===== src/hdl/lpr_pkg.sv =====
// lpr_pkg: constants, types and register layout of the lookup / pipe delay /
// ripple counter macrocell.
// assumes: used only through lpr_pkg::name, never imported.
package lpr_pkg;

	// ------------------------------------------------------------------
	// widths
	// ------------------------------------------------------------------
	localparam int unsigned DW = 32;
	localparam int unsigned AW = 32;
	localparam int unsigned STAGES = 16;
	localparam int unsigned CW = 3;

	// ------------------------------------------------------------------
	// register byte offsets, cfg reset value and write mask
	// ------------------------------------------------------------------
	localparam logic [11:0] CFG_OFS = 12'h000;
	localparam logic [11:0] STAT_OFS = 12'h004;
	localparam logic [31:0] CFG_RST = 32'h0000_0000;
	localparam logic [31:0] CFG_WMASK = 32'h0003_FFFF;

	// ------------------------------------------------------------------
	// configuration fields
	// ------------------------------------------------------------------
	localparam int unsigned TT_LSB = 0; // truth table, 8 bits
	localparam int unsigned SEL_A_LSB = 0; // tap a depth - 1, 4 bits
	localparam int unsigned SEL_B_LSB = 4; // tap b depth - 1, 4 bits
	localparam int unsigned INV_B_BIT = 8;
	localparam int unsigned FUNC_LSB = 9; // 2 bits
	localparam int unsigned PRESET_LSB = 11;
	localparam int unsigned END_LSB = 14;
	localparam int unsigned FULL_BIT = 17;

	// ------------------------------------------------------------------
	// status fields
	// ------------------------------------------------------------------
	localparam int unsigned ST_LUT_BIT = 0;
	localparam int unsigned ST_TAPA_BIT = 1;
	localparam int unsigned ST_TAPB_BIT = 2;
	localparam int unsigned ST_CNT_LSB = 3;
	localparam int unsigned ST_PIPE_LSB = 6;

	// ------------------------------------------------------------------
	// ahb encodings
	// ------------------------------------------------------------------
	localparam logic HRESP_OKAY = 1'b0;
	localparam logic [DW-1:0] RDATA_ZERO = 32'h0000_0000;

	// active function of the cell
	typedef enum logic [1:0] {
		LPR_FN_LUT = 2'b00,
		LPR_FN_PIPE = 2'b01,
		LPR_FN_RIPPLE = 2'b10,
		LPR_FN_OFF = 2'b11
	} lpr_func_t;

	// matrix inputs, carried together through the synchroniser
	typedef struct packed {
		logic [2:0] lut_in;
		logic data;
		logic mclk;
		logic stage_clear_n;
		logic preset_load_n;
		logic count_up;
	} lpr_mtx_t;

	localparam lpr_mtx_t MTX_RST = '{3'b000, 1'b0, 1'b0, 1'b1, 1'b1, 1'b0};

endpackage


===== src/hdl/lpr_cell.sv =====
// lpr_cell: configurable macrocell, lookup table or pipe delay or ripple
// counter, with its configuration reached over an ahb-lite slave.
// assumes: matrix inputs are asynchronous to clk_i; the matrix clock is
// slower than clk_i / 4 so each edge is seen after synchronising.
//
// Functional notes
// - configuration selects at most one function: lookup, pipe or counter, or none when off.
// - lookup output is the truth table bit indexed by {in2,in1,in0}.
// - gate encodings and, nand, or, nor, xor, xnor are truth table values.
// - pipe delay is sixteen flip-flops in series fed by the data input.
// - tap a depth and tap b depth each pick 1 to 16 stages by 4-bit fields.
// - each stage delays by one period of the matrix clock.
// - tap b is inverted when its invert bit is set, tap a never.
// - while preset load is low the counter outputs show the preset value.
// - counting up, after the end value the next clock edge returns to the first code.
// - range mode counting down follows the preset/end ordering sequence.
// - range mode counting up goes preset to end and repeats.
// - full mode down counts to zero, then end value down to zero again.
// - full mode up counts from preset, wraps to zero, then zero to end.
// - counter steps only on a rising edge of the matrix clock.
//
// Chosen here: the register offsets and the AHB-Lite register port.
`timescale 1ns/1ps

module lpr_cell (
	// clock and reset
	input wire logic clk_i,
	input wire logic rst_n_i,
	// ahb-lite slave
	input wire logic hsel_i,
	input wire logic [31:0] haddr_i,
	input wire logic [1:0] htrans_i,
	input wire logic hwrite_i,
	input wire logic [2:0] hsize_i,
	input wire logic [31:0] hwdata_i,
	input wire logic hready_i,
	output logic [31:0] hrdata_o,
	output logic hreadyout_o,
	output logic hresp_o,
	// matrix inputs
	input wire logic [2:0] lut_in_i,
	input wire logic mtx_data_i,
	input wire logic mtx_clk_i,
	input wire logic stage_clear_n_i,
	input wire logic preset_load_n_i,
	input wire logic count_up_i,
	// matrix outputs
	output logic lut_out_o,
	output logic tap_out_a_o,
	output logic tap_out_b_o,
	output logic [2:0] count_o
);

	// ------------------------------------------------------------------
	// functions
	// ------------------------------------------------------------------

	// next code of the ripple counter for one clock step
	function automatic logic [2:0] cnt_step(input logic [2:0] cur,
		input logic [2:0] pre, input logic [2:0] fin, input logic full,
		input logic up);
		logic [2:0] res;
		res = cur;
		if (full) begin
			if (up) begin
				res = (cur == fin) ? 3'h0 : cur + 3'h1;
			end else begin
				res = (cur == 3'h0) ? fin : cur - 3'h1;
			end
		end else if (up) begin
			res = (cur == fin) ? pre : cur + 3'h1;
		end else if (pre < fin && cur == pre) begin
			res = fin;
		end else if (pre > fin && cur == fin) begin
			res = pre;
		end else if (pre != fin) begin
			res = cur - 3'h1;
		end
		return res;
	endfunction

	// register address match on the low word offset
	function automatic logic ofs_hit(input logic [31:0] a,
		input logic [11:0] ofs);
		return (a[11:2] == ofs[11:2]) && (a[31:12] == 20'h0_0000);
	endfunction

	// ------------------------------------------------------------------
	// declarations
	// ------------------------------------------------------------------
	lpr_pkg::lpr_mtx_t mtx_raw;
	lpr_pkg::lpr_mtx_t sync1_r, sync1_nxt;
	lpr_pkg::lpr_mtx_t sync2_r, sync2_nxt;
	logic mclk_prev_r, mclk_prev_nxt;
	logic mclk_rise;

	logic [31:0] cfg_r, cfg_nxt;
	logic wr_pend_r, wr_pend_nxt;
	logic [31:0] hrdata_r, hrdata_nxt;
	logic [31:0] status;
	logic addr_ok;

	lpr_pkg::lpr_func_t func;
	logic [7:0] truth;
	logic [3:0] sel_a, sel_b;
	logic inv_b, full_mode;
	logic [2:0] preset_val, end_value;

	logic [lpr_pkg::STAGES-1:0] pipe_r, pipe_nxt;
	logic [2:0] cnt_r, cnt_nxt;
	logic lut_r, lut_nxt;
	logic tap_a_r, tap_a_nxt;
	logic tap_b_r, tap_b_nxt;

	// ------------------------------------------------------------------
	// matrix input synchroniser
	// ------------------------------------------------------------------

	// pack pins; every one crosses two flops before any logic sees it
	always_comb begin
		mtx_raw = '{lut_in_i, mtx_data_i, mtx_clk_i, stage_clear_n_i,
			preset_load_n_i, count_up_i};
		sync1_nxt = mtx_raw;
		sync2_nxt = sync1_r;
		mclk_prev_nxt = sync2_r.mclk;
	end

	// stage one feeds stage two only
	always_ff @(posedge clk_i or negedge rst_n_i) begin
		if (!rst_n_i) begin
			sync1_r <= lpr_pkg::MTX_RST;
			sync2_r <= lpr_pkg::MTX_RST;
			mclk_prev_r <= 1'b0;
		end else begin
			sync1_r <= sync1_nxt;
			sync2_r <= sync2_nxt;
			mclk_prev_r <= mclk_prev_nxt;
		end
	end

	// edge taken from the second stage, a third flop gives the history
	assign mclk_rise = sync2_r.mclk & ~mclk_prev_r;

	// ------------------------------------------------------------------
	// configuration fields
	// ------------------------------------------------------------------

	// truth table bits double as tap depth selects, as in the cell
	always_comb begin
		func = lpr_pkg::lpr_func_t'(cfg_r[lpr_pkg::FUNC_LSB +: 2]);
		truth = cfg_r[lpr_pkg::TT_LSB +: 8];
		sel_a = cfg_r[lpr_pkg::SEL_A_LSB +: 4];
		sel_b = cfg_r[lpr_pkg::SEL_B_LSB +: 4];
		inv_b = cfg_r[lpr_pkg::INV_B_BIT];
		preset_val = cfg_r[lpr_pkg::PRESET_LSB +: 3];
		end_value = cfg_r[lpr_pkg::END_LSB +: 3];
		full_mode = cfg_r[lpr_pkg::FULL_BIT];
	end

	// ------------------------------------------------------------------
	// ahb-lite slave
	// ------------------------------------------------------------------

	// zero wait states: reads are sampled in the address phase so the
	// data phase is one cycle; a read right after a write sees old cfg
	always_comb begin
		addr_ok = hsel_i && htrans_i[1] && hready_i;
		wr_pend_nxt = 1'b0;
		hrdata_nxt = hrdata_r;
		cfg_nxt = cfg_r;
		if (wr_pend_r) begin
			cfg_nxt = hwdata_i & lpr_pkg::CFG_WMASK;
		end
		if (addr_ok) begin
			wr_pend_nxt = hwrite_i && ofs_hit(haddr_i, lpr_pkg::CFG_OFS);
			if (hwrite_i) begin
				hrdata_nxt = lpr_pkg::RDATA_ZERO;
			end else if (ofs_hit(haddr_i, lpr_pkg::CFG_OFS)) begin
				hrdata_nxt = cfg_r;
			end else if (ofs_hit(haddr_i, lpr_pkg::STAT_OFS)) begin
				hrdata_nxt = status;
			end else begin
				hrdata_nxt = lpr_pkg::RDATA_ZERO; // unmapped reads zero
			end
		end
	end

	// bus state registers
	always_ff @(posedge clk_i or negedge rst_n_i) begin
		if (!rst_n_i) begin
			cfg_r <= lpr_pkg::CFG_RST;
			wr_pend_r <= 1'b0;
			hrdata_r <= lpr_pkg::RDATA_ZERO;
		end else begin
			cfg_r <= cfg_nxt;
			wr_pend_r <= wr_pend_nxt;
			hrdata_r <= hrdata_nxt;
		end
	end

	assign hrdata_o = hrdata_r;
	assign hreadyout_o = 1'b1;
	assign hresp_o = lpr_pkg::HRESP_OKAY;

	// live state of the cell for software
	always_comb begin
		status = '0;
		status[lpr_pkg::ST_LUT_BIT] = lut_r;
		status[lpr_pkg::ST_TAPA_BIT] = tap_a_r;
		status[lpr_pkg::ST_TAPB_BIT] = tap_b_r;
		status[lpr_pkg::ST_CNT_LSB +: 3] = cnt_r;
		status[lpr_pkg::ST_PIPE_LSB +: lpr_pkg::STAGES] = pipe_r;
	end

	// ------------------------------------------------------------------
	// cell core
	// ------------------------------------------------------------------

	// inactive functions are held at zero so only one drives outputs
	always_comb begin
		pipe_nxt = pipe_r;
		cnt_nxt = cnt_r;
		if (func != lpr_pkg::LPR_FN_PIPE) begin
			pipe_nxt = '0;
		end else if (!sync2_r.stage_clear_n) begin
			pipe_nxt = '0;
		end else if (mclk_rise) begin
			pipe_nxt = {pipe_r[lpr_pkg::STAGES-2:0], sync2_r.data};
		end
		if (func != lpr_pkg::LPR_FN_RIPPLE) begin
			cnt_nxt = '0;
		end else if (!sync2_r.preset_load_n) begin
			cnt_nxt = preset_val;
		end else if (mclk_rise) begin
			cnt_nxt = cnt_step(cnt_r, preset_val, end_value, full_mode,
				sync2_r.count_up);
		end
		lut_nxt = (func == lpr_pkg::LPR_FN_LUT) &&
			truth[sync2_r.lut_in];
		tap_a_nxt = (func == lpr_pkg::LPR_FN_PIPE) && pipe_r[sel_a];
		tap_b_nxt = (func == lpr_pkg::LPR_FN_PIPE) &&
			(pipe_r[sel_b] ^ inv_b);
	end

	// core and output registers
	always_ff @(posedge clk_i or negedge rst_n_i) begin
		if (!rst_n_i) begin
			pipe_r <= '0;
			cnt_r <= '0;
			lut_r <= 1'b0;
			tap_a_r <= 1'b0;
			tap_b_r <= 1'b0;
		end else begin
			pipe_r <= pipe_nxt;
			cnt_r <= cnt_nxt;
			lut_r <= lut_nxt;
			tap_a_r <= tap_a_nxt;
			tap_b_r <= tap_b_nxt;
		end
	end

	assign lut_out_o = lut_r;
	assign tap_out_a_o = tap_a_r;
	assign tap_out_b_o = tap_b_r;
	assign count_o = cnt_r;

endmodule // lpr_cell


===== config.mk =====
export PLATFORM = sky130hd
export DESIGN_NAME = lpr_cell
export DESIGN_NICKNAME = d
export VERILOG_FILES = /design/src/hdl/lpr_pkg.sv /design/src/hdl/lpr_cell.sv
export SDC_FILE = /design/constraint.sdc
export NUM_CORES = 1
export LEC_CHECK = 0
export ABC_AREA = 1
export BUFFER_PORTS_ARGS = -buffer_cell sky130_fd_sc_hd__buf_2
export CAP_MARGIN = 20
export CORE_UTILIZATION = 40
export CTS_BUF_LIST = sky130_fd_sc_hd__clkbuf_8
export DETAILED_ROUTE_END_ITERATION = 6
export PLACE_DENSITY = 0.63
export SETUP_SLACK_MARGIN = 0.15
export SLEW_MARGIN = 10
export SYNTH_ARGS = -nofsm -noshare
export SYNTH_HDL_FRONTEND = slang
export SYNTH_SLANG_ARGS = --single-unit

===== constraint.sdc =====
create_clock -name clk_i -period 2.81 [get_ports clk_i]
set_clock_uncertainty 0.1 [all_clocks]
set_input_delay 0.4215 -clock clk_i [delete_from_list [all_inputs] [get_ports clk_i]]
set_output_delay 0.4215 -clock clk_i [all_outputs]
set_load 0.05 [all_outputs]

* Word-level counts from Yosys, hierarchy flattened *
Cells that the tools add are included.
Widths: inputs -> output; s select.

storage, ports and cells
  flip-flop bits (word level) = 90
  latch bits = 0
  bits in writable memories = 0
  memory bits (read-only) = 0
  bits of input ports = 82
  output and inout port bits = 40
  logic and storage cells = 81
  memories kept = 0

cells by class
  add/subtract/negate cells = 2
  $mul = 0
  divide/modulo/power cells = 0
  magnitude comparators = 5
  eq/ne operators = 10
  shifts and indexed selects = 0
  muxes and demuxes = 25
  bitwise operators = 3
  reductions and logical operators = 15

operator list
  kind                 number
  $mux 22              3
  $mux 16              3
  $mux 3               12
  $logic_not 20->1     1
  $eq 10x1->1 const B  1
  $logic_and 1x1->1    10
  $logic_not 10->1     1
  $lt 4x5->1 const B   2
  $bmux 1 s4           2
  $ne 7x2->1 const B   1
  $eq 3x3->1           2
  $ne 3x1->1 const B   2
  $lt 3x4->1 const B   1
  $mux 1               4
  $add 3x1->3 const B  1
  $bmux 1 s3           1
  $gt 3x3->1           1
  $logic_not 3->1      1
  $lt 3x3->1           1
  $ne 3x3->1           1
  $sub 3x1->3 const B  1
  $eq 2x1->1 const B   1
  $logic_not 2->1      1
  $ne 2x1->1 const B   1
  other kinds (5)      5

* Depth between registers and ports, before layout *
Gate-level depths: netlist of run 1.

  depth in word-level cells = 9
  depth in mapped cells = 15

* Worst setup path before layout of run 1 *
No wires, ideal clock.

  path kind = register to register
  start = reg cnt_r[0], in the netlist count_o[0]
  end = reg cnt_r[2], in the netlist count_o[2]
  data arrival time = 1.734 ns
  required time = 2.594 ns
  slack = 0.860 ns
  cell stages (with the launch flop) = 12
  cells stage by stage = dfrtp_1 > buf_2 > inv_2 > ha_1 > xnor2_1 > nand2_1 > o2111ai_1 > nand2_1 > a21oi_1 > nand2_1 > nand2_1 > nand2_1

on the way
  longest elaborated chain between the ends = 9
  elaborated cells between the ends (all ways) = 21

ends and longest elaborated chain
  what                                         RTL line                        RTL
  start, declared                              lpr_cell.sv:110                 logic [2:0] cnt_r, cnt_nxt;
  start signal, assigned                       lpr_cell.sv:255                 cnt_r <= cnt_nxt;
  $sub 3x1->3 or $eq 3x3->1 (tied branches)    n/a
  $mux 3 or $logic_and 1x1->1 (tied branches)  lpr_cell.sv:76, lpr_cell.sv:74
  $mux 3                                       lpr_cell.sv:74                  end else if (pre > fin && cur == fin) begin
  $mux 3                                       lpr_cell.sv:72                  end else if (pre < fin && cur == pre) begin
  $mux 3                                       lpr_cell.sv:70                  end else if (up) begin
  $mux 3                                       lpr_cell.sv:64                  if (full) begin
  $mux 3                                       lpr_cell.sv:234                 end else if (mclk_rise) begin
  $mux 3                                       lpr_cell.sv:232                 end else if (!sync2_r.preset_load_n) begin
  $mux 3                                       lpr_cell.sv:230                 if (func != lpr_pkg::LPR_FN_RIPPLE) begin

Several ways; a longest one is shown, not always the timed one. The select of a mux whose other input is x is not followed.
A chain may end at the register's enable or synchronous reset.

* Worst setup path in the final report of run 1 *
  start = reg cfg_r[16]
  end = reg cnt_r[1], in the netlist count_o[1]

on the way
  longest elaborated chain between the ends = 9
  elaborated cells between the ends (all ways) = 18

ends and longest elaborated chain
  what                                      RTL line                                        RTL
  start, declared                           lpr_cell.sv:97                                  logic [31:0] cfg_r, cfg_nxt;
  start signal, assigned                    lpr_cell.sv:191                                 cfg_r <= lpr_pkg::CFG_RST;
  start signal, assigned                    lpr_cell.sv:195                                 cfg_r <= cfg_nxt;
  $gt 3x3->1 or $eq 3x3->1 (tied branches)  lpr_cell.sv:74, lpr_cell.sv:66, lpr_cell.sv:71
  $logic_and 1x1->1                         lpr_cell.sv:74
  $mux 3                                    lpr_cell.sv:74
  $mux 3                                    lpr_cell.sv:72
  $mux 3                                    lpr_cell.sv:70
  $mux 3                                    lpr_cell.sv:64
  $mux 3                                    lpr_cell.sv:234
  $mux 3                                    lpr_cell.sv:232
  $mux 3                                    lpr_cell.sv:230

Several ways; a longest one is shown, not always the timed one. The select of a mux whose other input is x is not followed.

==> impl_metrics.prom, run 1 <==
# TYPE chip_impl_metric gauge
chip_impl_metric{name="core-area",unit="µm²"} 9864
chip_impl_info{name="cpMaxStageDelayCell",value="sky130_fd_sc_hd__dfrtp_1"} 1
chip_impl_metric{name="yosysSeqAreaShare",unit="%"} 48.71
chip_impl_metric{name="viasPerCell",unit=""} 5.108
chip_impl_metric{name="min_period",unit="ps"} 2128
chip_impl_metric{name="wire_length_of_the_first_global_routing_pass",unit="µm"} 16580
chip_impl_metric{name="die_height",unit="µm"} 103.5
chip_impl_metric{name="vias",unit=""} 3724
chip_impl_info{name="critPathLaunchType",value="flip-flop"} 1
chip_impl_metric{name="worst-endpoint-arrival",unit="ps"} 2280
chip_impl_metric{name="ys_seq_elements",unit=""} 80
chip_impl_info{name="cp_cell_sequence",value="inv_1 > ha_1 > a21oi_1 > nand2_1 > nor2_1 > nand2_2 > o21ai_1 > inv_1 > nand2_1 > nand2_1 > nand2_1 > nand2_1 > nand2_1 > nand2_1"} 1
chip_impl_info{name="run_status",value="complete, no violations"} 1
chip_impl_metric{name="drive_gt1_share",unit="%"} 21.48
chip_impl_metric{name="detailed_place_hpwl",unit="µm"} 7657
chip_impl_metric{name="vdd.ir_drop.worst",unit="V"} 0.0002216
chip_impl_info{name="crit_family",value="simple AND/OR/NAND/NOR gates"} 1
chip_impl_metric{name="router_iterations_before_antenna_repair",unit=""} 5
chip_impl_metric{name="drtIter0Drc",unit=""} 244
chip_impl_metric{name="route.detailed.wl_per_inst",unit="µm"} 14.38
chip_impl_metric{name="post_synth_num_cell_types",unit=""} 34
chip_impl_metric{name="num_rows",unit=""} 36
chip_impl_metric{name="post-route-worst-setup-slack",unit="ps"} 682.3
chip_impl_metric{name="grt_start_max_net_pins",unit=""} 81
chip_impl_info{name="hold_path_class",value="in2reg"} 1
chip_impl_metric{name="post_synth_xor_area_fraction",unit="%"} 1.275
chip_impl_metric{name="aggregate_global_routing_overflow",unit=""} 0
chip_impl_metric{name="syn-instance-count",unit=""} 507
chip_impl_metric{name="timing.slew.headroom",unit="%"} 28.05
chip_impl_metric{name="yosys-mux-area-fraction",unit="%"} 0
chip_impl_metric{name="io_pins",unit=""} 122
chip_impl_info{name="critPathKind",value="reg2reg"} 1
chip_impl_metric{name="final-max-slew-violation-count",unit=""} 0
chip_impl_metric{name="grt_antenna_before_repair",unit=""} 0
chip_impl_metric{name="finish.instance_area",unit="µm²"} 4853
chip_impl_info{name="cp_common_cell",value="sky130_fd_sc_hd__nand2_1"} 1
chip_impl_metric{name="power.density_cell_area",unit="nW/µm²"} 462.8
chip_impl_metric{name="drc",unit=""} 0
chip_impl_metric{name="diodes",unit=""} 0
chip_impl_metric{name="layoutNonFillerInstCount",unit=""} 729
chip_impl_metric{name="crit_buf_inv",unit=""} 2
chip_impl_metric{name="postSynthAreaPerCell",unit="µm²"} 8.127
chip_impl_metric{name="final-setup-viol-count",unit=""} 0
chip_impl_metric{name="detail_route.wirelength",unit="µm"} 10480
chip_impl_metric{name="yosys.area_share.adder",unit="%"} 1.822
chip_impl_metric{name="timing.final.hold_violations",unit=""} 0
chip_impl_metric{name="number_of_clock_buffers_inserted_by_tritoncts",unit=""} 9
chip_impl_metric{name="fill_cells",unit=""} 977
chip_impl_metric{name="via_count_of_the_first_global_routing_pass",unit=""} 3436
chip_impl_metric{name="die_width",unit="µm"} 103.5
chip_impl_metric{name="cp_slowest_stage_delay",unit="ps"} 450
chip_impl_metric{name="area_growth_syn_to_layout",unit="%"} 17.80
chip_impl_metric{name="max_cap_viol_count",unit=""} 0
chip_impl_metric{name="worst_slew_pin_slew",unit="ps"} 1072
chip_impl_metric{name="worst_setup_hold_path_clk_slew",unit="ps"} 80
chip_impl_metric{name="final_util",unit="%"} 49.20
chip_impl_metric{name="worst-path-max-fanout",unit=""} 5
chip_impl_metric{name="fin_tns_setup",unit="ps"} 0
chip_impl_metric{name="cts_buffer_depth",unit=""} 2
chip_impl_info{name="clock_tree.root_cell",value="sky130_fd_sc_hd__clkbuf_8"} 1
chip_impl_metric{name="clock_tree_sinks",unit=""} 80
chip_impl_metric{name="worstSkewPairLatency",unit="ps"} 350
chip_impl_metric{name="htree_num_levels",unit=""} 3
chip_impl_metric{name="compound_gate_portion_of_the_synthesized_area",unit="%"} 15.88
chip_impl_metric{name="fp.dieArea",unit="µm²"} 10710
chip_impl_info{name="setup_repair_after_global_routing_missed_its_margin",value="no"} 1
chip_impl_metric{name="finalNetCount",unit=""} 679
chip_impl_metric{name="detailed_place.area",unit="µm²"} 4601
chip_impl_metric{name="synth-warning-count",unit=""} 0
chip_impl_metric{name="initial_core_util",unit="%"} 41.77
chip_impl_metric{name="synth_simple_gate_area_share",unit="%"} 22.32
chip_impl_metric{name="fin_hold_ws",unit="ps"} 60.31
chip_impl_metric{name="achievable-frequency",unit="GHz"} 0.4700
chip_impl_info{name="worstSetupEndpointType",value="flip-flop"} 1
chip_impl_metric{name="place.detailed.instances",unit=""} 711
chip_impl_info{name="largest_family_of_logic_cells_by_synthesized_area",value="simple AND/OR/NAND/NOR gates"} 1
chip_impl_metric{name="power.total",unit="mW"} 2.246
chip_impl_info{name="cts_tree",value="built"} 1
chip_impl_metric{name="worstPathRequired",unit="ps"} 2960
chip_impl_metric{name="postRouteAntennaNets",unit=""} 0
chip_impl_metric{name="portBuffers",unit=""} 89
chip_impl_metric{name="syn_area",unit="µm²"} 4120
chip_impl_metric{name="post-route-period-util",unit="%"} 75.72
chip_impl_metric{name="leakage",unit="nW"} 2.475
chip_impl_metric{name="place_ws",unit="ps"} 723.0
chip_impl_metric{name="global_route.usage.total",unit="%"} 20.73
chip_impl_metric{name="routabilityCongestion",unit=""} 0.9128
chip_impl_metric{name="cts_resized",unit=""} 0
## kinds of logic after synthesis
group,after synthesis
and+or+nand+nor,210
AOI/OAI and AO/OA,117
buffers and inverters,86
DFF,80
xor gates and xnor gates,6
adders and majority gates,6
other,2
## timing repair
| action | in CTS | in global routing |
|---|---|---|
| endpoints found under the setup margin | 0 | 0 |
| hold endpoints to repair | 0 | 32 |
| hold buffers | 0 | 1 |
| setup buffers | 0 | 0 |
## worst register-to-register path: cells and delay by family, from the launching register on
family / cells / cell delay (ps)
simple gates: 9 / 700
flops: 1 / 450
fa+ha+maj: 1 / 330
compound gates: 2 / 290
buf+inv: 2 / 170
## cells in the mapped netlist
master / n / area, µm²
sky130_fd_sc_hd__or2_2: 1 / 6.260
sky130_fd_sc_hd__clkbuf_1: 9 / 33.78
sky130_fd_sc_hd__buf_2: 5 / 25.02
sky130_fd_sc_hd__xor2_1: 4 / 35.03
sky130_fd_sc_hd__inv_1: 52 / 195.2
sky130_fd_sc_hd__o31ai_1: 1 / 7.510
sky130_fd_sc_hd__o21ai_1: 4 / 20.02
sky130_fd_sc_hd__nor2_2: 2 / 12.51
sky130_fd_sc_hd__xnor2_1: 2 / 17.52
sky130_fd_sc_hd__buf_6: 2 / 22.52
sky130_fd_sc_hd__o2111ai_1: 1 / 8.760
sky130_fd_sc_hd__nor3_1: 3 / 15.01
sky130_fd_sc_hd__conb_1: 2 / 7.510
sky130_fd_sc_hd__nor4_4: 1 / 21.27
sky130_fd_sc_hd__nor2_1: 26 / 97.59
sky130_fd_sc_hd__o21ai_0: 53 / 265.3
sky130_fd_sc_hd__a21oi_1: 26 / 130.1
sky130_fd_sc_hd__dfstp_2: 4 / 105.1
sky130_fd_sc_hd__inv_2: 2 / 7.510
sky130_fd_sc_hd__nand4_1: 1 / 6.260
sky130_fd_sc_hd__nand2_2: 4 / 25.02
sky130_fd_sc_hd__ha_1: 6 / 75.07
sky130_fd_sc_hd__nor2_4: 1 / 11.26
sky130_fd_sc_hd__dfrtp_1: 76 / 1902
sky130_fd_sc_hd__a2111oi_0: 1 / 8.760
sky130_fd_sc_hd__nand2_1: 124 / 465.5
sky130_fd_sc_hd__nand3_1: 42 / 210.2
sky130_fd_sc_hd__nand3b_2: 1 / 11.26
sky130_fd_sc_hd__nor3_2: 1 / 10.01
sky130_fd_sc_hd__buf_4: 16 / 120.1
sky130_fd_sc_hd__o22ai_1: 15 / 93.84
sky130_fd_sc_hd__nand3_2: 2 / 20.02
sky130_fd_sc_hd__nor3b_1: 1 / 7.510
sky130_fd_sc_hd__o211ai_1: 16 / 120.1
## power breakdown
part / internal [mW] / total, mW / switching, mW
combinational: 0.0446 / 0.134 / 0.0894
clock: 0.521 / 0.940 / 0.419
sequential: 1.16 / 1.17 / 0.00709
## state kept, by name (all words and copies together), names as in the netlist
register       count
mclk_prev_nxt      1
sync1_r            8
mclk_prev_r        1
wr_pend_r          1
tap_out_a_o        1
hrdata_o          22
count_o            3
lut_out_o          1
sync2_r            7
tap_out_b_o        1
pipe_r            16
cfg_r             18
## metal layers
layer	vias to the layer above	track usage (%)	share of wire, %
met5	-	0	0
li1	1821	-	-
met3	16	5.175	7.8
met4	0	6.609	1.8
met2	164	31.33	43
met1	1723	29.25	47
## placed cells by master, fill, tap and decap left out, types with 2 or more instances in the layout
cell	instances
sky130_fd_sc_hd__o211ai_1	16
sky130_fd_sc_hd__ha_1	6
sky130_fd_sc_hd__bufinv_16	2
sky130_fd_sc_hd__nand3_2	2
sky130_fd_sc_hd__nand2_2	4
sky130_fd_sc_hd__nor2_2	2
sky130_fd_sc_hd__conb_1	12
sky130_fd_sc_hd__dfrtp_1	76
sky130_fd_sc_hd__o22ai_1	15
sky130_fd_sc_hd__nor2_1	26
sky130_fd_sc_hd__nand2_1	124
sky130_fd_sc_hd__a21oi_1	26
sky130_fd_sc_hd__xor2_1	4
sky130_fd_sc_hd__o21ai_1	4
sky130_fd_sc_hd__buf_4	5
sky130_fd_sc_hd__inv_2	2
sky130_fd_sc_hd__nor3_1	3
sky130_fd_sc_hd__clkbuf_8	10
sky130_fd_sc_hd__o21ai_0	53
sky130_fd_sc_hd__inv_1	53
sky130_fd_sc_hd__buf_2	88
sky130_fd_sc_hd__xnor2_1	2
sky130_fd_sc_hd__dfstp_2	4
sky130_fd_sc_hd__nand3_1	42
## worst paths after layout
| check | from | endpoint | slack (ps) | cells past startpoint |
|---|---|---|---|---|
| worst max-delay path | cfg_r[16]$_DFFE_PN0P_ | count_o[1]$_DFFE_PN0P_ | 680 | 14 |
| worst min register to register | sync1_r[3]$_DFF_PN0_ | mclk_prev_nxt$_DFF_PN0_ | 250 | 0 |
| worst max register to register | cfg_r[16]$_DFFE_PN0P_ | count_o[1]$_DFFE_PN0P_ | 680 | 14 |
| max in group asynchronous | rst_n_i | sync2_r[1]$_DFF_PN1_ | 1480 | 3 |
| worst min-delay path | preset_load_n_i | sync1_r[1]$_DFF_PN1_ | 60 | 1 |
| min in group asynchronous | rst_n_i | tap_out_a_o$_DFF_PN0_ | 490 | 2 |
## final cells by class
class	instances	area, µm²	share of cell area, %
Timing Repair Buffer	95	508.0	10.47
Clock buffer	10	137.6	2.836
Multi-Input combinational cell	351	1747	35.99
Inverter	54	202.7	4.176
Clock inverter	6	85.08	1.753
Sequential cell	80	2007	41.35
Tap cell	133	166.4	3.429
Power figures use the tool's default switching activity.
==> run 2: changes to the inputs <==
- ABC_AREA: 1 -> 0
- PLACE_DENSITY: 0.63 -> 0.66
- clock period: 2.81 -> 1.75 ns (I/O delays scaled with it)
==> run 2 against run 1 <==
Effect of this change:
- the flow now finishes with violations (negative setup slack)
- via count fell by 7.5%
- sequential cell count stayed put
- setup slack got worse by 1300 ps
- non-clock buffer count up 91
- clock-buffer cell count is the same
- synthesized cell count fell by 34%
- routed wire length grew 9.4%
- critical path depth shrank 7
- sequential power rose by 61%
- critical path type unchanged
- largest power group unchanged
==> impl_metrics.prom, run 2 <==
# TYPE chip_impl_metric gauge
chip_impl_info{name="worstSetupEndpointType",value="flip-flop"} 1
chip_impl_metric{name="core-area",unit="µm²"} 9415
chip_impl_info{name="violations",value="negative setup slack"} 1
chip_impl_metric{name="detailed_place_hpwl",unit="µm"} 8443
chip_impl_info{name="dominant_cell_by_count_in_the_synthesized_netlist",value="sky130_fd_sc_hd__dfrtp_1"} 1
chip_impl_metric{name="seq_power_share",unit="%"} 53.8
chip_impl_metric{name="via_count_of_the_first_global_routing_pass",unit=""} 3508
chip_impl_metric{name="power_switching_share",unit="%"} 23.98
chip_impl_metric{name="route.layer.met1.wl",unit="µm"} 4728
chip_impl_metric{name="htree_num_levels",unit=""} 3
chip_impl_metric{name="drtIter0Drc",unit=""} 200
chip_impl_metric{name="leakage",unit="nW"} 2.786
chip_impl_metric{name="clock_tree_sinks",unit=""} 80
chip_impl_metric{name="fin_tns_setup",unit="ps"} -1849
chip_impl_metric{name="syn_area",unit="µm²"} 3944
chip_impl_info{name="post_synth_most_frequent_cells",value="sky130_fd_sc_hd__dfrtp_1 (76), sky130_fd_sc_hd__a22o_1 (22), sky130_fd_sc_hd__nand2_1 (19)"} 1
chip_impl_info{name="critPathKind",value="reg2reg"} 1
chip_impl_metric{name="finish.instance_area",unit="µm²"} 5712
chip_impl_metric{name="final-setup-viol-count",unit=""} 5
chip_impl_metric{name="detail_route.wirelength",unit="µm"} 11470
chip_impl_metric{name="vdd.ir_drop.worst",unit="V"} 0.0004821
chip_impl_info{name="synth_top_area_cell",value="sky130_fd_sc_hd__dfrtp_1"} 1
chip_impl_metric{name="drc",unit=""} 0
chip_impl_metric{name="io_pins",unit=""} 122
chip_impl_metric{name="finalNetCount",unit=""} 599
chip_impl_metric{name="drive_gt1_share",unit="%"} 51.16
chip_impl_metric{name="worstSkewPairLatency",unit="ps"} 350
chip_impl_metric{name="worst_setup_hold_path_clk_slew",unit="ps"} 80
chip_impl_metric{name="min_period",unit="ps"} 2404
chip_impl_metric{name="power.net_switching",unit="µW"} 837.8
chip_impl_metric{name="synth-edff-count",unit=""} 0
chip_impl_metric{name="ys_seq_elements",unit=""} 80
chip_impl_metric{name="worst_hold_path.num_cells",unit=""} 3
chip_impl_metric{name="post-route-period-util",unit="%"} 137.4
chip_impl_metric{name="global_route.usage.total",unit="%"} 24.00
chip_impl_metric{name="timing.final.hold_violations",unit=""} 0
chip_impl_metric{name="fraction_of_registers_with_async_set_or_reset_after_synthesis",unit="%"} 100.0
chip_impl_metric{name="grt_start_max_net_pins",unit=""} 81
chip_impl_metric{name="syn-instance-count",unit=""} 334
chip_impl_metric{name="diodes",unit=""} 0
chip_impl_metric{name="largest_register_ff_count",unit=""} 22
chip_impl_metric{name="final-max-slew-violation-count",unit=""} 0
chip_impl_info{name="cts_tree",value="built"} 1
chip_impl_metric{name="power.density_cell_area",unit="nW/µm²"} 611.8
chip_impl_metric{name="viasPerCell",unit=""} 5.340
chip_impl_info{name="critPathLaunchType",value="flip-flop"} 1
chip_impl_info{name="setup_repair_after_global_routing_missed_its_margin",value="yes"} 1
chip_impl_metric{name="routed-wl-met2",unit="µm"} 5841
chip_impl_metric{name="number_of_clock_buffers_inserted_by_tritoncts",unit=""} 9
chip_impl_info{name="yosys-top-cells-area",value="sky130_fd_sc_hd__dfrtp_1 (48%), sky130_fd_sc_hd__mux4_2 (6.9%), sky130_fd_sc_hd__a22o_1 (4.9%), sky130_fd_sc_hd__mux2_2 (4.3%), sky130_fd_sc_hd__buf_4 (2.7%)"} 1
chip_impl_metric{name="worstPathRequired",unit="ps"} 1890
chip_impl_info{name="run_status",value="complete, but fails checks"} 1
chip_impl_metric{name="amount_of_wire_on_met3_after_detailed_routing",unit="µm"} 739
chip_impl_metric{name="wire_length_of_the_first_global_routing_pass",unit="µm"} 18210
chip_impl_info{name="top_library_cells_by_usage_in_the_layout_fill_and_taps_aside",value="sky130_fd_sc_hd__buf_2 (85), sky130_fd_sc_hd__buf_4 (83), sky130_fd_sc_hd__dfrtp_1 (69)"} 1
chip_impl_info{name="most_common_cell_after_layout_fill_and_taps_aside",value="sky130_fd_sc_hd__buf_2"} 1
chip_impl_metric{name="post_synth_num_cell_types",unit=""} 51
chip_impl_metric{name="achievable-frequency",unit="GHz"} 0.4159
chip_impl_metric{name="num_rows",unit=""} 35
chip_impl_metric{name="yosysSeqAreaShare",unit="%"} 50.89
chip_impl_metric{name="die_width",unit="µm"} 101.3
chip_impl_info{name="top_signal_layer_used",value="met4"} 1
chip_impl_metric{name="fin_hold_ws",unit="ps"} 30.38
chip_impl_metric{name="area_growth_syn_to_layout",unit="%"} 44.83
chip_impl_metric{name="fp.dieArea",unit="µm²"} 10260
chip_impl_metric{name="aggregate_global_routing_overflow",unit=""} 0
chip_impl_metric{name="routabilityCongestion",unit=""} 1.011
chip_impl_metric{name="router_iterations_before_antenna_repair",unit=""} 5
chip_impl_metric{name="cts_buffer_depth",unit=""} 2
chip_impl_info{name="hold_path_class",value="in2reg"} 1
chip_impl_metric{name="share_comb_of_total_power",unit="%"} 7.2
chip_impl_metric{name="grt_antenna_before_repair",unit=""} 0
chip_impl_metric{name="initial_core_util",unit="%"} 41.89
chip_impl_metric{name="route.detailed.wl_per_inst",unit="µm"} 17.78
chip_impl_metric{name="reg2regPathDepth",unit=""} 7
chip_impl_metric{name="rrSetupSlack",unit="ps"} -650
chip_impl_metric{name="worst-endpoint-arrival",unit="ps"} 2540
chip_impl_metric{name="cellInternalPower",unit="mW"} 2.656
chip_impl_metric{name="die_height",unit="µm"} 101.3
chip_impl_metric{name="clock_power_share",unit="%"} 39.0
chip_impl_info{name="hold_path_startpoint",value="hwdata_i[11]"} 1
chip_impl_metric{name="post-route-worst-setup-slack",unit="ps"} -654.3
chip_impl_metric{name="max_cap_viol_count",unit=""} 0
chip_impl_metric{name="postRouteAntennaNets",unit=""} 0
chip_impl_metric{name="postSynthAreaPerCell",unit="µm²"} 11.81
chip_impl_info{name="clock_tree.root_cell",value="sky130_fd_sc_hd__clkbuf_8"} 1
chip_impl_metric{name="portBuffers",unit=""} 89
chip_impl_metric{name="yosysTopAreaCellShare",unit="%"} 48.22
chip_impl_info{name="synth_flop_cell",value="sky130_fd_sc_hd__dfrtp_1"} 1
chip_impl_info{name="hold_path_end",value="cfg_r[11]$_DFFE_PN0P_"} 1
chip_impl_metric{name="synth-warning-count",unit=""} 0
chip_impl_info{name="r2r-start",value="cfg_r[15]$_DFFE_PN0P_"} 1
chip_impl_metric{name="vias",unit=""} 3444
chip_impl_metric{name="worst-path-max-fanout",unit=""} 2
chip_impl_metric{name="detailed_place.area",unit="µm²"} 5202
chip_impl_info{name="rr_endpoint",value="count_o[1]$_DFFE_PN0P_"} 1
run 2: routing by layer:
layer	up-vias	global-route usage, %
li1	1586	-
met1	1721	30.65
met2	121	39.04
met3	16	6.349
met4	0	9.699
met5	-	0
run 2: metrics by stage:
stage          power (mW)  utilization, %  cells  setup slack (ps)
2_1_floorplan       2.030               -    344            -687.7
3_3_place_gp        2.149           55.26    612            -625.8
3_5_place_dp        2.153           55.26    612            -644.5
4_1_cts             3.520           59.69    641            -659.3
5_1_grt             3.616           60.66    645            -714.8
6_report            3.494           60.66    645            -654.3
run 2: critical path: stages, from the launching register on:
cell and delay [ps]:
sky130_fd_sc_hd__dfrtp_1 410, sky130_fd_sc_hd__inv_4 80, sky130_fd_sc_hd__ha_4 190, sky130_fd_sc_hd__and3_4 170
sky130_fd_sc_hd__or4_4 530, sky130_fd_sc_hd__or3_1 320, sky130_fd_sc_hd__a221o_1 320, sky130_fd_sc_hd__a22o_1 170
run 2: power groups by stage:
stage          logic (mW)  clock network (mW)  registers, mW
5_1_grt             0.275                1.46           1.88
6_report            0.252                1.36           1.88
3_3_place_gp        0.233                   0           1.92
4_1_cts             0.254                1.39           1.88
3_5_place_dp        0.237                   0           1.92
2_1_floorplan       0.115                   0           1.91
run 2: what timing repair did:
item                       CTS  global route
setup endpoints to repair   23             7
buffers inserted             4             4
hold endpoints to repair    84             0
hold buffers                 9             0
pin swaps                    8             2
gates resized for setup     18            14
run 2: final cells by class:
type	instances	area (µm²)
inverters	17	66.31
well taps	129	161.4
fillers	797	3704
repair buffers	186	1256
multi-input cells	217	2012
clock inverters	6	62.56
flip-flops and latches	80	2016
clock buffers	10	137.6
run 2: worst max path at each step:
stage | endpoint | start | depth (start not counted) | slack, ps
2_1_floorplan | count_o[1]$_DFFE_PN0P_ | cfg_r[15]$_DFFE_PN0P_ | 8 | -690
3_3_place_gp | count_o[1]$_DFFE_PN0P_ | cfg_r[11]$_DFFE_PN0P_ | 7 | -630
3_5_place_dp | count_o[1]$_DFFE_PN0P_ | cfg_r[11]$_DFFE_PN0P_ | 7 | -640
4_1_cts | count_o[1]$_DFFE_PN0P_ | cfg_r[12]$_DFFE_PN0P_ | 6 | -660
5_1_grt | count_o[1]$_DFFE_PN0P_ | cfg_r[12]$_DFFE_PN0P_ | 6 | -710
6_report | count_o[1]$_DFFE_PN0P_ | cfg_r[15]$_DFFE_PN0P_ | 7 | -650
run 2: logic make-up (layout without fill, tap and decap cells):
group	count (synthesis)	in the layout	synth area share (%)
xor+xnor	12	12	3.141
simple gates	70	70	9.772
other cells	2	12	0.1904
compound gates	87	87	16.15
fa+ha+maj	6	6	1.904
flops	80	80	50.89
mux	30	30	11.90
buf+inv	47	219	6.059
==> run 3: changes to the inputs <==
- CTS_BUF_LIST: sky130_fd_sc_hd__clkbuf_8 -> sky130_fd_sc_hd__clkbuf_2 sky130_fd_sc_hd__clkbuf_4 sky130_fd_sc_hd__clkbuf_8
- HOLD_SLACK_MARGIN: unset -> 0.08
- SLEW_MARGIN: 10 -> unset
==> run 3 against run 2 <==
Effect of this change:
- the flow still finishes with violations (negative setup slack)
- fmax down 0.16%
- combinational power up 14%
- setup slack lost 3.9 ps
- critical path type unchanged
- final cell count up 2.9%
==> impl_metrics.prom, run 3 (synthesized netlist as in run 2, its figures left out) <==
# TYPE chip_impl_metric gauge
chip_impl_info{name="run_status",value="complete, but fails checks"} 1
chip_impl_info{name="violations",value="negative setup slack"} 1
chip_impl_metric{name="achievable-frequency",unit="GHz"} 0.4153
chip_impl_metric{name="cp_slowest_stage_delay",unit="ps"} 530
chip_impl_metric{name="cts_buffer_depth",unit=""} 2
chip_impl_metric{name="num_rows",unit=""} 35
chip_impl_metric{name="cellInternalPower",unit="mW"} 2.727
chip_impl_metric{name="finalNetCount",unit=""} 618
chip_impl_metric{name="clock_tree_sinks",unit=""} 80
chip_impl_metric{name="power.net_switching",unit="µW"} 842.6
chip_impl_info{name="worstSetupEndpointType",value="flip-flop"} 1
chip_impl_metric{name="final-max-slew-violation-count",unit=""} 0
chip_impl_metric{name="die_width",unit="µm"} 101.3
chip_impl_metric{name="worstSkewPairLatency",unit="ps"} 350
chip_impl_info{name="most_common_cell_after_layout_fill_and_taps_aside",value="sky130_fd_sc_hd__buf_2"} 1
chip_impl_metric{name="fill_cells",unit=""} 776
chip_impl_metric{name="post-route-period-util",unit="%"} 137.6
chip_impl_info{name="hold_path_end",value="sync2_r[4]$_DFF_PN0_"} 1
chip_impl_metric{name="seq_power_share",unit="%"} 52.7
chip_impl_metric{name="aggregate_global_routing_overflow",unit=""} 0
chip_impl_metric{name="drc",unit=""} 0
chip_impl_metric{name="vdd.ir_drop.worst",unit="V"} 0.0004710
chip_impl_metric{name="portBuffers",unit=""} 89
chip_impl_metric{name="htree_num_levels",unit=""} 3
chip_impl_metric{name="rrSetupSlack",unit="ps"} -660
chip_impl_info{name="critPathLaunchType",value="flip-flop"} 1
chip_impl_metric{name="drive_gt1_share",unit="%"} 49.72
chip_impl_metric{name="worst-path-max-fanout",unit=""} 2
chip_impl_info{name="cp_cell_sequence",value="inv_4 > ha_4 > and3_4 > or4_4 > or3_1 > a221o_1 > a22o_1"} 1
chip_impl_metric{name="area_growth_syn_to_layout",unit="%"} 49.84
chip_impl_info{name="critPathKind",value="reg2reg"} 1
chip_impl_metric{name="largest_register_ff_count",unit=""} 22
chip_impl_metric{name="clock_power_share",unit="%"} 39.3
chip_impl_metric{name="via_count_of_the_first_global_routing_pass",unit=""} 3642
chip_impl_info{name="setup_repair_after_global_routing_missed_its_margin",value="yes"} 1
chip_impl_metric{name="power_switching_share",unit="%"} 23.61
chip_impl_metric{name="grt_antenna_before_repair",unit=""} 0
chip_impl_metric{name="fin_hold_ws",unit="ps"} 251.1
chip_impl_info{name="r2r-start",value="cfg_r[15]$_DFFE_PN0P_"} 1
chip_impl_metric{name="global_route.usage.total",unit="%"} 24.59
chip_impl_metric{name="layoutNonFillerInstCount",unit=""} 664
chip_impl_info{name="hold_path_class",value="reg2reg"} 1
chip_impl_metric{name="initial_core_util",unit="%"} 41.89
chip_impl_info{name="top_library_cells_by_usage_in_the_layout_fill_and_taps_aside",value="sky130_fd_sc_hd__buf_2 (85), sky130_fd_sc_hd__buf_4 (83), sky130_fd_sc_hd__dfrtp_1 (69)"} 1
chip_impl_info{name="cts_tree",value="built"} 1
chip_impl_metric{name="worst_setup_hold_path_clk_slew",unit="ps"} 80
chip_impl_metric{name="vias",unit=""} 3565
chip_impl_metric{name="power.density_cell_area",unit="nW/µm²"} 604.0
chip_impl_metric{name="route.detailed.wl_per_inst",unit="µm"} 17.83
chip_impl_metric{name="worstPathRequired",unit="ps"} 1890
chip_impl_metric{name="drtIter0Drc",unit=""} 239
chip_impl_metric{name="viasPerCell",unit=""} 5.369
chip_impl_metric{name="reg2regPathDepth",unit=""} 7
chip_impl_metric{name="worst_hold_path.num_cells",unit=""} 0
chip_impl_metric{name="power.total",unit="mW"} 3.569
chip_impl_metric{name="grt_start_max_net_pins",unit=""} 81
chip_impl_metric{name="leakage",unit="nW"} 2.864
chip_impl_metric{name="worst-endpoint-arrival",unit="ps"} 2550
chip_impl_metric{name="wire_length_of_the_first_global_routing_pass",unit="µm"} 18640
chip_impl_info{name="hold_path_startpoint",value="sync1_r[4]$_DFF_PN0_"} 1
chip_impl_metric{name="final-setup-viol-count",unit=""} 5
chip_impl_metric{name="share_comb_of_total_power",unit="%"} 8.1
chip_impl_metric{name="io_pins",unit=""} 122
chip_impl_metric{name="diodes",unit=""} 0
chip_impl_metric{name="post-route-worst-setup-slack",unit="ps"} -658.2
chip_impl_metric{name="min_period",unit="ps"} 2408
chip_impl_info{name="cpMaxStageDelayCell",value="sky130_fd_sc_hd__or4_4"} 1
chip_impl_metric{name="postRouteAntennaNets",unit=""} 0
chip_impl_metric{name="routabilityCongestion",unit=""} 1.011
chip_impl_metric{name="die_height",unit="µm"} 101.3
chip_impl_metric{name="timing.final.hold_violations",unit=""} 0
chip_impl_metric{name="final_util",unit="%"} 62.76
chip_impl_info{name="clock_tree.root_cell",value="sky130_fd_sc_hd__clkbuf_8"} 1
chip_impl_metric{name="number_of_clock_buffers_inserted_by_tritoncts",unit=""} 9
chip_impl_metric{name="max_cap_viol_count",unit=""} 0
chip_impl_metric{name="place_ws",unit="ps"} -644.5
chip_impl_metric{name="router_iterations_before_antenna_repair",unit=""} 5
chip_impl_metric{name="detail_route.wirelength",unit="µm"} 11840
chip_impl_metric{name="fp.dieArea",unit="µm²"} 10260
chip_impl_metric{name="detailed_place_hpwl",unit="µm"} 8443
chip_impl_info{name="rr_endpoint",value="count_o[1]$_DFFE_PN0P_"} 1
chip_impl_metric{name="core-area",unit="µm²"} 9415
chip_impl_metric{name="place.detailed.instances",unit=""} 612
## run 3: changes by cell type in the layout (fill, tap and decap cells not counted)
cell,delta
sky130_fd_sc_hd__inv_1,-2
sky130_fd_sc_hd__clkbuf_4,+2
sky130_fd_sc_hd__dlygate4sd3_1,+19
## run 3: power groups by stage
stage | clock network [mW] | logic (mW) | registers (mW)
2_1_floorplan | 0 | 0.115 | 1.91
3_3_place_gp | 0 | 0.233 | 1.92
4_1_cts | 1.43 | 0.286 | 1.88
3_5_place_dp | 0 | 0.237 | 1.92
6_report | 1.40 | 0.288 | 1.88
5_1_grt | 1.50 | 0.311 | 1.88
## run 3: layer usage
metal / part of all wire (%) / track usage, % / vias to the layer above
li1: - / - / 1619
met1: 40 / 30.60 / 1769
met2: 52 / 40.87 / 160
met3: 6.6 / 6.349 / 17
met4: 1.5 / 10.26 / 0
met5: 0 / 0 / -
## run 3: final cells by class
type / instances / area, µm² / share of cell area (%)
Multi-Input combinational cell: 217 / 2012 / 34.05
Clock buffer: 12 / 152.6 / 2.583
Timing Repair Buffer: 205 / 1446 / 24.48
Clock inverter: 4 / 55.05 / 0.9316
Sequential cell: 80 / 2016 / 34.11
Inverter: 17 / 66.31 / 1.122
Tap cell: 129 / 161.4 / 2.731
## run 3: how the worst max path moves through the flow
| stage | cells after the start | start | endpoint |
|---|---|---|---|
| finish | 7 | cfg_r[15]$_DFFE_PN0P_ | count_o[1]$_DFFE_PN0P_ |
| detailed placement | 7 | cfg_r[11]$_DFFE_PN0P_ | count_o[1]$_DFFE_PN0P_ |
| CTS | 6 | cfg_r[12]$_DFFE_PN0P_ | count_o[1]$_DFFE_PN0P_ |
| global route | 6 | cfg_r[12]$_DFFE_PN0P_ | count_o[1]$_DFFE_PN0P_ |
| global placement | 7 | cfg_r[11]$_DFFE_PN0P_ | count_o[1]$_DFFE_PN0P_ |
| floorplan | 8 | cfg_r[15]$_DFFE_PN0P_ | count_o[1]$_DFFE_PN0P_ |
## run 3: repair_timing
action | in CTS | in global routing
gates resized for setup | 18 | 14
hold endpoints to repair | 103 | 0
setup buffers | 4 | 4
hold buffers | 28 | 0
pin swaps | 8 | 2
setup endpoints to repair | 23 | 7
## run 3: metrics by stage
step / TNS (ps) / area, µm²
5_1_grt: -2181 / 5909
6_report: -1882 / 5909
2_1_floorplan: -1230 / 4198
3_3_place_gp: -4607 / 5202
3_5_place_dp: -4905 / 5202
4_1_cts: -1662 / 5818
## run 3: critical path: cells and delay by family (launching register included)
family / cells / cell delay (ps)
DFF: 1 / 410
AOI/OAI and AO/OA: 2 / 490
buffers and inverters: 1 / 80
and+or+nand+nor: 3 / 1020
adders and majority gates: 1 / 190
